==> config.mk <==
export PLATFORM = sky130hd
export DESIGN_NAME = cdt_capture_dma
export DESIGN_NICKNAME = d
export VERILOG_FILES = /design/src/shared/cdt_pkg.sv /design/src/rtl/cdt_fifo_meter.sv /design/src/rtl/cdt_capture_dma.sv
export SDC_FILE = /design/constraint.sdc
export NUM_CORES = 1
export LEC_CHECK = 0
export BUFFER_PORTS_ARGS = -buffer_cell sky130_fd_sc_hd__buf_4
export CORE_ASPECT_RATIO = 1.2
export CORE_MARGIN = 1
export CORE_UTILIZATION = 60
export DETAILED_ROUTE_END_ITERATION = 12
export PLACE_DENSITY = 0.81
export SYNTH_ARGS = -nofsm -noshare
export SYNTH_HDL_FRONTEND = slang
export SYNTH_SLANG_ARGS = --single-unit
==> constraint.sdc <==
create_clock -name aclk -period 5.6 [get_ports aclk]
set_input_delay 1.12 -clock aclk [delete_from_list [all_inputs] [get_ports aclk]]
set_output_delay 1.12 -clock aclk [all_outputs]
set_load 0.1 [all_outputs]
==> src/shared/cdt_pkg.sv <==
// Constants and types for the capture DMA event threshold block.
// Assumes a 32-bit AXI4-Lite register bus and one clock domain.
package cdt_pkg;
    // ==========================================
    // Register map
    localparam logic [3:0] OFS_THRESHOLD = 4'h0;
    localparam logic [3:0] OFS_EVENT_COUNT = 4'h4;
    localparam logic [3:0] OFS_CONTROL = 4'h8;
    localparam logic [3:0] OFS_STATUS = 4'hc;
    localparam int ADDR_W = 4;
    // ==========================================
    // Field layout
    localparam int THR_W = 10;
    localparam int THR1_LSB = 0;
    localparam int THR2_LSB = 16;
    localparam int EVC_W = 12;
    localparam int EVC1_LSB = 0;
    localparam int EVC2_LSB = 16;
    localparam int CTL_MODE_LSB = 0;
    localparam int CTL_SIZE_LSB = 2;
    localparam int CTL_F2EN_BIT = 8;
    localparam int STS_ACTIVE_BIT = 16;
    localparam int STS_LUMA_BLK_BIT = 17;
    localparam int STS_CHROMA_BLK_BIT = 18;
    localparam logic [31:0] THRESHOLD_RESET = 32'h0000_0000;
    localparam logic [31:0] EVENT_COUNT_RESET = 32'h0000_0000;
    localparam logic [31:0] CONTROL_RESET = 32'h0000_0000;
    localparam logic [1:0] RESP_OKAY = 2'h0;
    localparam logic [1:0] RESP_SLVERR = 2'h2;
    // ==========================================
    // Modes
    typedef enum logic [1:0] {MODE_COMPONENT, MODE_RAW, MODE_TSI} cdt_mode_t;
    typedef enum logic [2:0] {SZ_8, SZ_10, SZ_DENSE10, SZ_16, SZ_20} cdt_size_t;
    localparam logic [3:0] SPD_BYTE = 4'h8;
    localparam logic [3:0] SPD_HALF = 4'h4;
    localparam logic [3:0] SPD_DENSE = 4'h6;
    localparam logic [3:0] SPD_WORD = 4'h2;

    // Values per double word of FIFO, by mode and sample size
    function automatic logic [3:0] samples_per_dword(input cdt_mode_t mode, input cdt_size_t size);
        logic [3:0] spd;
        spd = SPD_HALF;
        if (mode == MODE_TSI)
            spd = SPD_BYTE;
        else if (size == SZ_8)
            spd = SPD_BYTE;
        else if (size == SZ_DENSE10)
            spd = SPD_DENSE;
        else if (size == SZ_20 && mode == MODE_RAW)
            spd = SPD_WORD;
        return spd;
    endfunction
endpackage

==> src/rtl/cdt_fifo_meter.sv <==
// Fill meter of one capture FIFO: counts written values into double words
// and raises one event per threshold, then waits for the first DMA read.
// Assumes write and read strobes come from logic on aclk.
module cdt_fifo_meter #(
    parameter int THR_W = 10
)(
    input wire logic aclk,
    input wire logic aresetn,
    input wire logic clear,
    input wire logic wr_value,
    input wire logic dma_read,
    input wire logic [3:0] spd,
    input wire logic [THR_W-1:0] threshold,
    output logic dma_event,
    output logic blocked
);
    typedef struct packed {
        logic [3:0] frac;
        logic [THR_W:0] dwords;
        logic armed;
        logic event_out;
    } cdt_meter_t;

    cdt_meter_t s_q;
    cdt_meter_t s_d;

    // ==========================================
    // Next state
    always_comb
    begin
        s_d = s_q;
        s_d.event_out = 1'b0;
        if (clear)
        begin
            s_d = '0;
            s_d.armed = 1'b1;
        end
        else
        begin
            // Count what enters the FIFO, whatever filter fed it
            if (wr_value)
            begin
                if (s_q.frac + 4'h1 >= spd)
                begin
                    s_d.frac = 4'h0;
                    if (s_q.dwords != '1)
                        s_d.dwords = s_q.dwords + 1'b1;
                end
                else
                    s_d.frac = s_q.frac + 4'h1;
            end
            if (dma_read)
                s_d.armed = 1'b1;
            // A zero threshold never raises an event
            if (s_d.armed && threshold != '0 && s_d.dwords >= {1'b0, threshold})
            begin
                s_d.event_out = 1'b1;
                s_d.dwords = s_d.dwords - {1'b0, threshold};
                s_d.armed = 1'b0;
            end
        end
    end

    always_ff @(posedge aclk)
    begin
        if (!aresetn)
            s_q <= '{frac: 4'h0, dwords: '0, armed: 1'b1, event_out: 1'b0};
        else
            s_q <= s_d;
    end

    assign dma_event = s_q.event_out;
    assign blocked = !s_q.armed;
endmodule

==> src/rtl/cdt_capture_dma.sv <==
// Capture DMA event generator for one video capture channel.
// Assumes strobes from the capture path and DMA on aclk, and an
// AXI4-Lite master that keeps one write and one read in flight.
//
// Function
// - After an event, block further events until the DMA first reads that FIFO.
// - Component modes: a pixel pair gives two luma, one blue, one red value.
// - Component double word is 8, 4 or 6 pixels by data size.
// - Chroma FIFOs use half the luma threshold; software keeps it valid halved.
// - Raw double word is 8, 4, 6 or 2 samples by sample size.
// - Transport stream double word is eight one-byte samples.
// - Field-2 threshold used in field 2 only when enabled, else field-1.
// - Count data as written into the FIFO, after any filter.
// - Threshold register: field-2 count bits 25-16, field-1 bits 9-0, reset 0.
// - Reserved threshold and event count bits read zero, ignore writes.
// - Event count register: field-2 sets bits 27-16, field-1 bits 11-0.
// - Event counter picks the threshold for events and outgoing data counter.
// - After the programmed event sets, switch to the other field threshold.
// - Raw and stream modes use only field-1 threshold; ignore counts.
//
// The AXI4-Lite slave port and the register offsets are this design's own decisions.
module cdt_capture_dma (
    input wire logic aclk,
    input wire logic aresetn,
    input wire logic [cdt_pkg::ADDR_W-1:0] s_axi_awaddr,
    input wire logic s_axi_awvalid,
    output logic s_axi_awready,
    input wire logic [31:0] s_axi_wdata,
    input wire logic [3:0] s_axi_wstrb,
    input wire logic s_axi_wvalid,
    output logic s_axi_wready,
    output logic [1:0] s_axi_bresp,
    output logic s_axi_bvalid,
    input wire logic s_axi_bready,
    input wire logic [cdt_pkg::ADDR_W-1:0] s_axi_araddr,
    input wire logic s_axi_arvalid,
    output logic s_axi_arready,
    output logic [31:0] s_axi_rdata,
    output logic [1:0] s_axi_rresp,
    output logic s_axi_rvalid,
    input wire logic s_axi_rready,
    input wire logic channel_reset,
    input wire logic field_start,
    input wire logic field_is_two,
    input wire logic luma_wr_value,
    input wire logic blue_wr_value,
    input wire logic red_wr_value,
    input wire logic luma_dma_read,
    input wire logic blue_dma_read,
    input wire logic red_dma_read,
    output logic luma_dma_event,
    output logic blue_chroma_dma_event,
    output logic red_chroma_dma_event,
    output logic [cdt_pkg::THR_W-1:0] active_threshold,
    output logic active_field_two
);
    // ==========================================
    // State
    typedef struct packed {
        logic [cdt_pkg::THR_W-1:0] field1_dword_threshold;
        logic [cdt_pkg::THR_W-1:0] field2_dword_threshold;
        logic [cdt_pkg::EVC_W-1:0] field1_event_sets;
        logic [cdt_pkg::EVC_W-1:0] field2_event_sets;
        logic [1:0] mode;
        logic [2:0] size;
        logic field2_threshold_enable;
        logic [cdt_pkg::EVC_W-1:0] sets_done;
        logic use_field2;
        logic [cdt_pkg::THR_W-1:0] thr_out;
        logic [cdt_pkg::ADDR_W-1:0] awaddr;
        logic aw_have;
        logic [31:0] wdata;
        logic [3:0] wstrb;
        logic w_have;
        logic awready;
        logic wready;
        logic bvalid;
        logic [1:0] bresp;
        logic arready;
        logic rvalid;
        logic [31:0] rdata;
        logic [1:0] rresp;
    } cdt_state_t;

    cdt_state_t s_q;
    cdt_state_t s_d;

    cdt_pkg::cdt_mode_t mode;
    cdt_pkg::cdt_size_t size;
    logic component;
    logic [3:0] spd;
    logic [cdt_pkg::THR_W-1:0] luma_thr;
    logic [cdt_pkg::THR_W-1:0] chroma_thr;
    logic meter_clear;
    logic luma_evt;
    logic blue_evt;
    logic red_evt;
    logic luma_blk;
    logic blue_blk;
    logic red_blk;

    // ==========================================
    // Mode decode and threshold selection
    assign mode = cdt_pkg::cdt_mode_t'(s_q.mode);
    assign size = cdt_pkg::cdt_size_t'(s_q.size);
    assign component = (mode == cdt_pkg::MODE_COMPONENT);
    assign spd = cdt_pkg::samples_per_dword(mode, size);
    // Field-2 threshold only in component modes
    assign luma_thr = (component && s_q.use_field2) ? s_q.field2_dword_threshold : s_q.field1_dword_threshold;
    // Chroma halves the luma figure; odd thresholds lose the low bit
    assign chroma_thr = component ? (luma_thr >> 1) : '0;
    assign meter_clear = channel_reset || field_start;

    // ==========================================
    // FIFO meters
    // Each value strobe is one FIFO entry: luma gets two per pixel pair,
    // each chroma FIFO one
    cdt_fifo_meter #(
        .THR_W(cdt_pkg::THR_W)
    ) u_luma (
        .aclk(aclk),
        .aresetn(aresetn),
        .clear(meter_clear),
        .wr_value(luma_wr_value),
        .dma_read(luma_dma_read),
        .spd(spd),
        .threshold(luma_thr),
        .dma_event(luma_evt),
        .blocked(luma_blk)
    );

    cdt_fifo_meter #(
        .THR_W(cdt_pkg::THR_W)
    ) u_blue (
        .aclk(aclk),
        .aresetn(aresetn),
        .clear(meter_clear),
        .wr_value(blue_wr_value && component),
        .dma_read(blue_dma_read),
        .spd(spd),
        .threshold(chroma_thr),
        .dma_event(blue_evt),
        .blocked(blue_blk)
    );

    cdt_fifo_meter #(
        .THR_W(cdt_pkg::THR_W)
    ) u_red (
        .aclk(aclk),
        .aresetn(aresetn),
        .clear(meter_clear),
        .wr_value(red_wr_value && component),
        .dma_read(red_dma_read),
        .spd(spd),
        .threshold(chroma_thr),
        .dma_event(red_evt),
        .blocked(red_blk)
    );

    // ==========================================
    // Register read mux
    function automatic logic [31:0] read_word(input cdt_state_t s, input logic [cdt_pkg::ADDR_W-1:0] a,
                                              input logic [2:0] blk);
        logic [31:0] v;
        v = 32'h0;
        case (a)
            cdt_pkg::OFS_THRESHOLD:
            begin
                // Upper bits stay zero
                v[cdt_pkg::THR2_LSB +: cdt_pkg::THR_W] = s.field2_dword_threshold;
                v[cdt_pkg::THR1_LSB +: cdt_pkg::THR_W] = s.field1_dword_threshold;
            end
            cdt_pkg::OFS_EVENT_COUNT:
            begin
                v[cdt_pkg::EVC2_LSB +: cdt_pkg::EVC_W] = s.field2_event_sets;
                v[cdt_pkg::EVC1_LSB +: cdt_pkg::EVC_W] = s.field1_event_sets;
            end
            cdt_pkg::OFS_CONTROL:
            begin
                v[cdt_pkg::CTL_MODE_LSB +: 2] = s.mode;
                v[cdt_pkg::CTL_SIZE_LSB +: 3] = s.size;
                v[cdt_pkg::CTL_F2EN_BIT] = s.field2_threshold_enable;
            end
            cdt_pkg::OFS_STATUS:
            begin
                v[cdt_pkg::EVC1_LSB +: cdt_pkg::EVC_W] = s.sets_done;
                v[cdt_pkg::STS_ACTIVE_BIT] = s.use_field2;
                v[cdt_pkg::STS_LUMA_BLK_BIT] = blk[0];
                v[cdt_pkg::STS_CHROMA_BLK_BIT] = blk[1] || blk[2];
            end
            default: v = 32'h0;
        endcase
        return v;
    endfunction

    function automatic logic mapped(input logic [cdt_pkg::ADDR_W-1:0] a);
        return a == cdt_pkg::OFS_THRESHOLD || a == cdt_pkg::OFS_EVENT_COUNT ||
               a == cdt_pkg::OFS_CONTROL || a == cdt_pkg::OFS_STATUS;
    endfunction

    function automatic logic [31:0] merge(input logic [31:0] old, input logic [31:0] nw, input logic [3:0] st);
        logic [31:0] v;
        v = old;
        for (int i = 0; i < 4; i++)
        begin
            if (st[i])
                v[i*8 +: 8] = nw[i*8 +: 8];
        end
        return v;
    endfunction

    // ==========================================
    // Next state
    always_comb
    begin
        logic [31:0] cur;
        logic [31:0] nw;
        logic [cdt_pkg::EVC_W-1:0] target;
        logic [cdt_pkg::EVC_W-1:0] next_sets;
        cur = 32'h0;
        nw = 32'h0;
        target = '0;
        next_sets = '0;
        s_d = s_q;

        // Write channel: address and data taken in either order
        if (s_q.awready && s_axi_awvalid)
        begin
            s_d.awaddr = s_axi_awaddr;
            s_d.aw_have = 1'b1;
        end
        if (s_q.wready && s_axi_wvalid)
        begin
            s_d.wdata = s_axi_wdata;
            s_d.wstrb = s_axi_wstrb;
            s_d.w_have = 1'b1;
        end
        if (s_q.bvalid && s_axi_bready)
            s_d.bvalid = 1'b0;
        if (s_q.aw_have && s_q.w_have && !s_q.bvalid)
        begin
            cur = read_word(s_q, s_q.awaddr, {red_blk, blue_blk, luma_blk});
            nw = merge(cur, s_q.wdata, s_q.wstrb);
            case (s_q.awaddr)
                cdt_pkg::OFS_THRESHOLD:
                begin
                    // Only the defined fields are stored
                    s_d.field2_dword_threshold = nw[cdt_pkg::THR2_LSB +: cdt_pkg::THR_W];
                    s_d.field1_dword_threshold = nw[cdt_pkg::THR1_LSB +: cdt_pkg::THR_W];
                end
                cdt_pkg::OFS_EVENT_COUNT:
                begin
                    s_d.field2_event_sets = nw[cdt_pkg::EVC2_LSB +: cdt_pkg::EVC_W];
                    s_d.field1_event_sets = nw[cdt_pkg::EVC1_LSB +: cdt_pkg::EVC_W];
                end
                cdt_pkg::OFS_CONTROL:
                begin
                    s_d.mode = nw[cdt_pkg::CTL_MODE_LSB +: 2];
                    s_d.size = nw[cdt_pkg::CTL_SIZE_LSB +: 3];
                    s_d.field2_threshold_enable = nw[cdt_pkg::CTL_F2EN_BIT];
                end
                default:
                begin
                end
            endcase
            s_d.bresp = mapped(s_q.awaddr) ? cdt_pkg::RESP_OKAY : cdt_pkg::RESP_SLVERR;
            s_d.bvalid = 1'b1;
            s_d.aw_have = 1'b0;
            s_d.w_have = 1'b0;
        end
        s_d.awready = !s_d.aw_have && !s_d.bvalid;
        s_d.wready = !s_d.w_have && !s_d.bvalid;

        // Read channel: one outstanding read, answered the cycle after
        if (s_q.rvalid && s_axi_rready)
            s_d.rvalid = 1'b0;
        if (s_q.arready && s_axi_arvalid)
        begin
            s_d.rdata = read_word(s_q, s_axi_araddr, {red_blk, blue_blk, luma_blk});
            s_d.rresp = mapped(s_axi_araddr) ? cdt_pkg::RESP_OKAY : cdt_pkg::RESP_SLVERR;
            s_d.rvalid = 1'b1;
        end
        s_d.arready = !s_d.rvalid;

        // Event set counting and threshold switching
        target = s_q.use_field2 ? s_q.field2_event_sets : s_q.field1_event_sets;
        next_sets = s_q.sets_done + 1'b1;
        if (field_start)
        begin
            s_d.sets_done = '0;
            s_d.use_field2 = field_is_two && s_q.field2_threshold_enable;
        end
        else if (luma_evt && component)
        begin
            // A zero count never switches; counts are unused outside component modes
            if (target != '0 && next_sets == target)
            begin
                s_d.sets_done = '0;
                s_d.use_field2 = !s_q.use_field2 && s_q.field2_threshold_enable;
            end
            else
                s_d.sets_done = next_sets;
        end
        s_d.thr_out = luma_thr;

        // Channel reset returns registers and counters to reset values
        if (channel_reset)
        begin
            s_d.field1_dword_threshold = '0;
            s_d.field2_dword_threshold = '0;
            s_d.field1_event_sets = '0;
            s_d.field2_event_sets = '0;
            s_d.mode = 2'h0;
            s_d.size = 3'h0;
            s_d.field2_threshold_enable = 1'b0;
            s_d.sets_done = '0;
            s_d.use_field2 = 1'b0;
            // The registered threshold would otherwise show the old value for a cycle
            s_d.thr_out = '0;
        end
    end

    // ==========================================
    // Registers
    always_ff @(posedge aclk)
    begin
        if (!aresetn)
            s_q <= '0;
        else
            s_q <= s_d;
    end

    assign s_axi_awready = s_q.awready;
    assign s_axi_wready = s_q.wready;
    assign s_axi_bvalid = s_q.bvalid;
    assign s_axi_bresp = s_q.bresp;
    assign s_axi_arready = s_q.arready;
    assign s_axi_rvalid = s_q.rvalid;
    assign s_axi_rdata = s_q.rdata;
    assign s_axi_rresp = s_q.rresp;
    assign luma_dma_event = luma_evt;
    assign blue_chroma_dma_event = blue_evt;
    assign red_chroma_dma_event = red_evt;
    assign active_threshold = s_q.thr_out;
    assign active_field_two = s_q.use_field2;
endmodule

==> reports/metrics.cfg <==
[run_status]
status = finished clean

[die]
rows = 54
die_area_um2 = 19390
initial_core_util_pct = 61.71
dieWidth_um = 127.3
dieHeight_um = 152.3
ios = 115
coreArea_um2 = 18310

[logic_synthesis]
synthArstFlopShare_pct = 0
seq_area_frac_synth_pct = 33.48
yosys.area_share.simple_pct = 23.53
synthMuxAreaShare_pct = 8.105
syn_avg_cell_area_um2 = 8.200
ys.flop_type = dfxtp_1
synth-seq-cells = 189
yosys_warnings = 0
synth_top_family_by_area = simple AND/OR/NAND/NOR gates
syn_area_um2 = 11300
synth_edf_count = 0
ys_types = 80
synth_fa_ha_area_share_pct = 5.071
synth-xor-area-share_pct = 4.152
synth_compound_area_share_pct = 19.13
syn_inst = 1378

[setup_path]
cpMostUsedCell = nand2_1
critPathBufInv = 1
cp_max_fo = 10
worstSetupStartpointType = register
required_ns = 5.99
path_cells = mux2_2 -> o22a_1 -> nor2_1 -> ha_1 -> nand2_1 -> nand2_1 -> o32ai_2 -> nor3_4 -> nand2_1 -> xor2_1 -> ha_1 -> inv_1 -> fa_1 -> a211oi_1 -> nor2_1 -> o31a_1 -> o21ai_0 -> a21boi_0 -> or4_4 -> or4_1 -> nand2_1
setup.worst_path.class = reg2reg
arrival_ns = 5.67
crit_slowest_cell = or4_4
cpPeakStageDelay_ns = 0.44
critPathTopFamily = simple AND/OR/NAND/NOR gates
worstSetupEndpointType = register

[global_routing]
grt_pass1_wl_um = 45770
grt_pass1_vias = 9177
grt_overflow = 0
grt_max_degree = 66
antenna_found_initial = 0
track_usage_pct = 29.46

[clocking]
clock-sinks = 189
holdBufCountCts = 0
tritoncts = done
h-tree-depth = 4
cts.clk_slew.worst_paths_ns = 0.08
cts_made_buffers = 17
cts_root_buf = clkbuf_16
clk_latency_ns = 0.45
clock_path_buffers = 2

[pwr]
p_per_area_nw_per_um2 = 229.7
p_leak_nw = 4.555
ir_drop_v = 0.0002247

[run]
maxCapViolCount = 0

[timing]
setup_slack_ns = 0.3202
final-hold-violation-count = 0
fmax_mhz = 189.4
drv_slew = 0
period_share_pct = 94.28
tightest_slew_ns = 1.081
max_slew_margin_pct = 27.77
rsz0062_at_grt = false
finClkSkew_ns = 0.02381
min_period_ns = 5.280
setup_viol = 0
finalSetupTns_ns = 0
fin_hold_ws_ns = 0.4747

[layout]
final_common_cell = dfxtp_1
fill_cells = 1540
drive_above_1_share_pct = 14.25
seqCellArea_um2 = 3785
n_antenna_cell = 0
layoutNonFillerInstCount = 1656
synthToLayoutAreaGrowth_pct = 10.22
multi_input_area_um2 = 6855
layout_common_cells = 188 x dfxtp_1, 174 x nand2_1, 118 x nor2_1
final_area_um2 = 12450
num-nets-final = 1496

[route]
first_pass_iters = 5
drt_iter0_markers = 1226
wl_um = 27940
antenna_left = 0
avgRoutedWirePerCell_um = 16.87
viasPerCell = 5.970
drc = 0
num_vias = 9886

[place]
gp_congestion = 0.9343
post-place-cells = 1625
port_buffers = 96
dp_hpwl_um = 20070
pre_cts_ws_ns = 0.2504
dpl_cell_area_um2 = 11830

[hold_path]
hold_class = reg2reg

power breakdown:
part	internal [W]	total, W	switching, W
sequential	0.00136	0.00138	0.0000222
clock	0.000657	0.00124	0.000581
combinational	0.0000784	0.000240	0.000161
sequential cells by signal (all words and copies together), names as in the netlist, 2 cells and up:
register	count
u_blue.s_q	16
s_q	91
s_axi_rdata	24
mode	2
u_luma.s_q	16
size	3
active_threshold	10
u_red.s_q	16
kinds of logic (layout without fill, tap and decap cells):
group | Yosys count | after routing
mux | 81 | 81
other cells | 1 | 10
xor+xnor | 52 | 52
fa+ha+maj | 44 | 44
flops | 189 | 189
compound gates | 321 | 321
simple gates | 550 | 550
buf+inv | 140 | 157
worst reg2reg max path: stages, from the launching register on:
cell and delay, ns:
dfxtp_2 0.43, mux2_2 0.35, o22a_1 0.19, nor2_1 0.23, ha_1 0.28, nand2_1 0.06, nand2_1 0.09, o32ai_2 0.42
nor3_4 0.12, nand2_1 0.13, xor2_1 0.22, ha_1 0.20, inv_1 0.06, fa_1 0.42, a211oi_1 0.26, nor2_1 0.12
o31a_1 0.26, o21ai_0 0.26, a21boi_0 0.19, or4_4 0.44, or4_1 0.41, nand2_1 0.07
per-layer routing:
| metal | up-vias | wire length, µm | global-route usage [%] |
|---|---|---|---|
| met1 | 4558 | 12450 | 39.81 |
| met5 | - | 0 | 0 |
| met3 | 53 | 1822 | 5.302 |
| li1 | 4911 | - | - |
| met4 | 0 | 894 | 11.51 |
| met2 | 364 | 12780 | 46.47 |
area by class of cell:
class	count	area share (%)
multi-input cells	1058	55.04
flip-flops and latches	189	30.39
repair buffers	110	6.731
clock buffers	19	3.637
well taps	252	2.532
clock inverters	12	1.185
inverters	16	0.4822
path summary, 6_finish.rpt:
kind	to	from	slack [ns]	depth (start not counted)
worst max register to register	u_blue.s_q[12]$_SDFF_PP0_	size[1]$_SDFFE_PP0P_	0.32	21
worst min-delay path	s_q[55]$_SDFFE_PN0P_	s_q[55]$_SDFFE_PN0P_	0.47	2
worst min register to register	s_q[55]$_SDFFE_PN0P_	s_q[55]$_SDFFE_PN0P_	0.47	2
worst max-delay path	u_blue.s_q[12]$_SDFF_PP0_	size[1]$_SDFFE_PP0P_	0.32	21
stage by stage:
| step | power (W) | util, % |
|---|---|---|
| final | 0.002861 | 68.02 |
| after floorplan | 0.001590 | - |
| after CTS | 0.002871 | 67.88 |
| after global placement | 0.001647 | 64.60 |
| after detailed placement | 0.001651 | 64.60 |
| after global routing | 0.002949 | 68.02 |
cell usage after synthesis, types with 8 or more instances:
master	count	share of area, %
a211oi_1	28	1.9
a21boi_0	39	2.6
a21o_1	11	0.73
a21oi_1	77	3.4
a22oi_1	25	1.7
a31oi_1	8	0.44
and2_1	8	0.44
and3_1	14	0.78
buf_4	49	3.3
clkbuf_1	62	2.1
dfxtp_1	189	33
ha_1	41	4.5
inv_1	16	0.53
mux2_2	20	2.0
mux2i_1	54	4.8
nand2_1	174	5.8
nand2b_1	15	0.83
nand3_1	74	3.3
nand4_1	16	0.89
nor2_1	119	4.0
nor2b_1	35	1.9
nor3_1	35	1.6
nor4_1	9	0.50
o21ai_0	63	2.8
o22ai_1	9	0.50
xnor2_1	33	2.6
xor2_1	18	1.4
timing repair:
item                                    4_1_cts  5_1_grt
endpoints found under the setup margin        0       18
gates resized for setup                       0        5
setup buffers                                 0        0
hold endpoints to repair                      0        0
(Power assumes the default switching activity.)
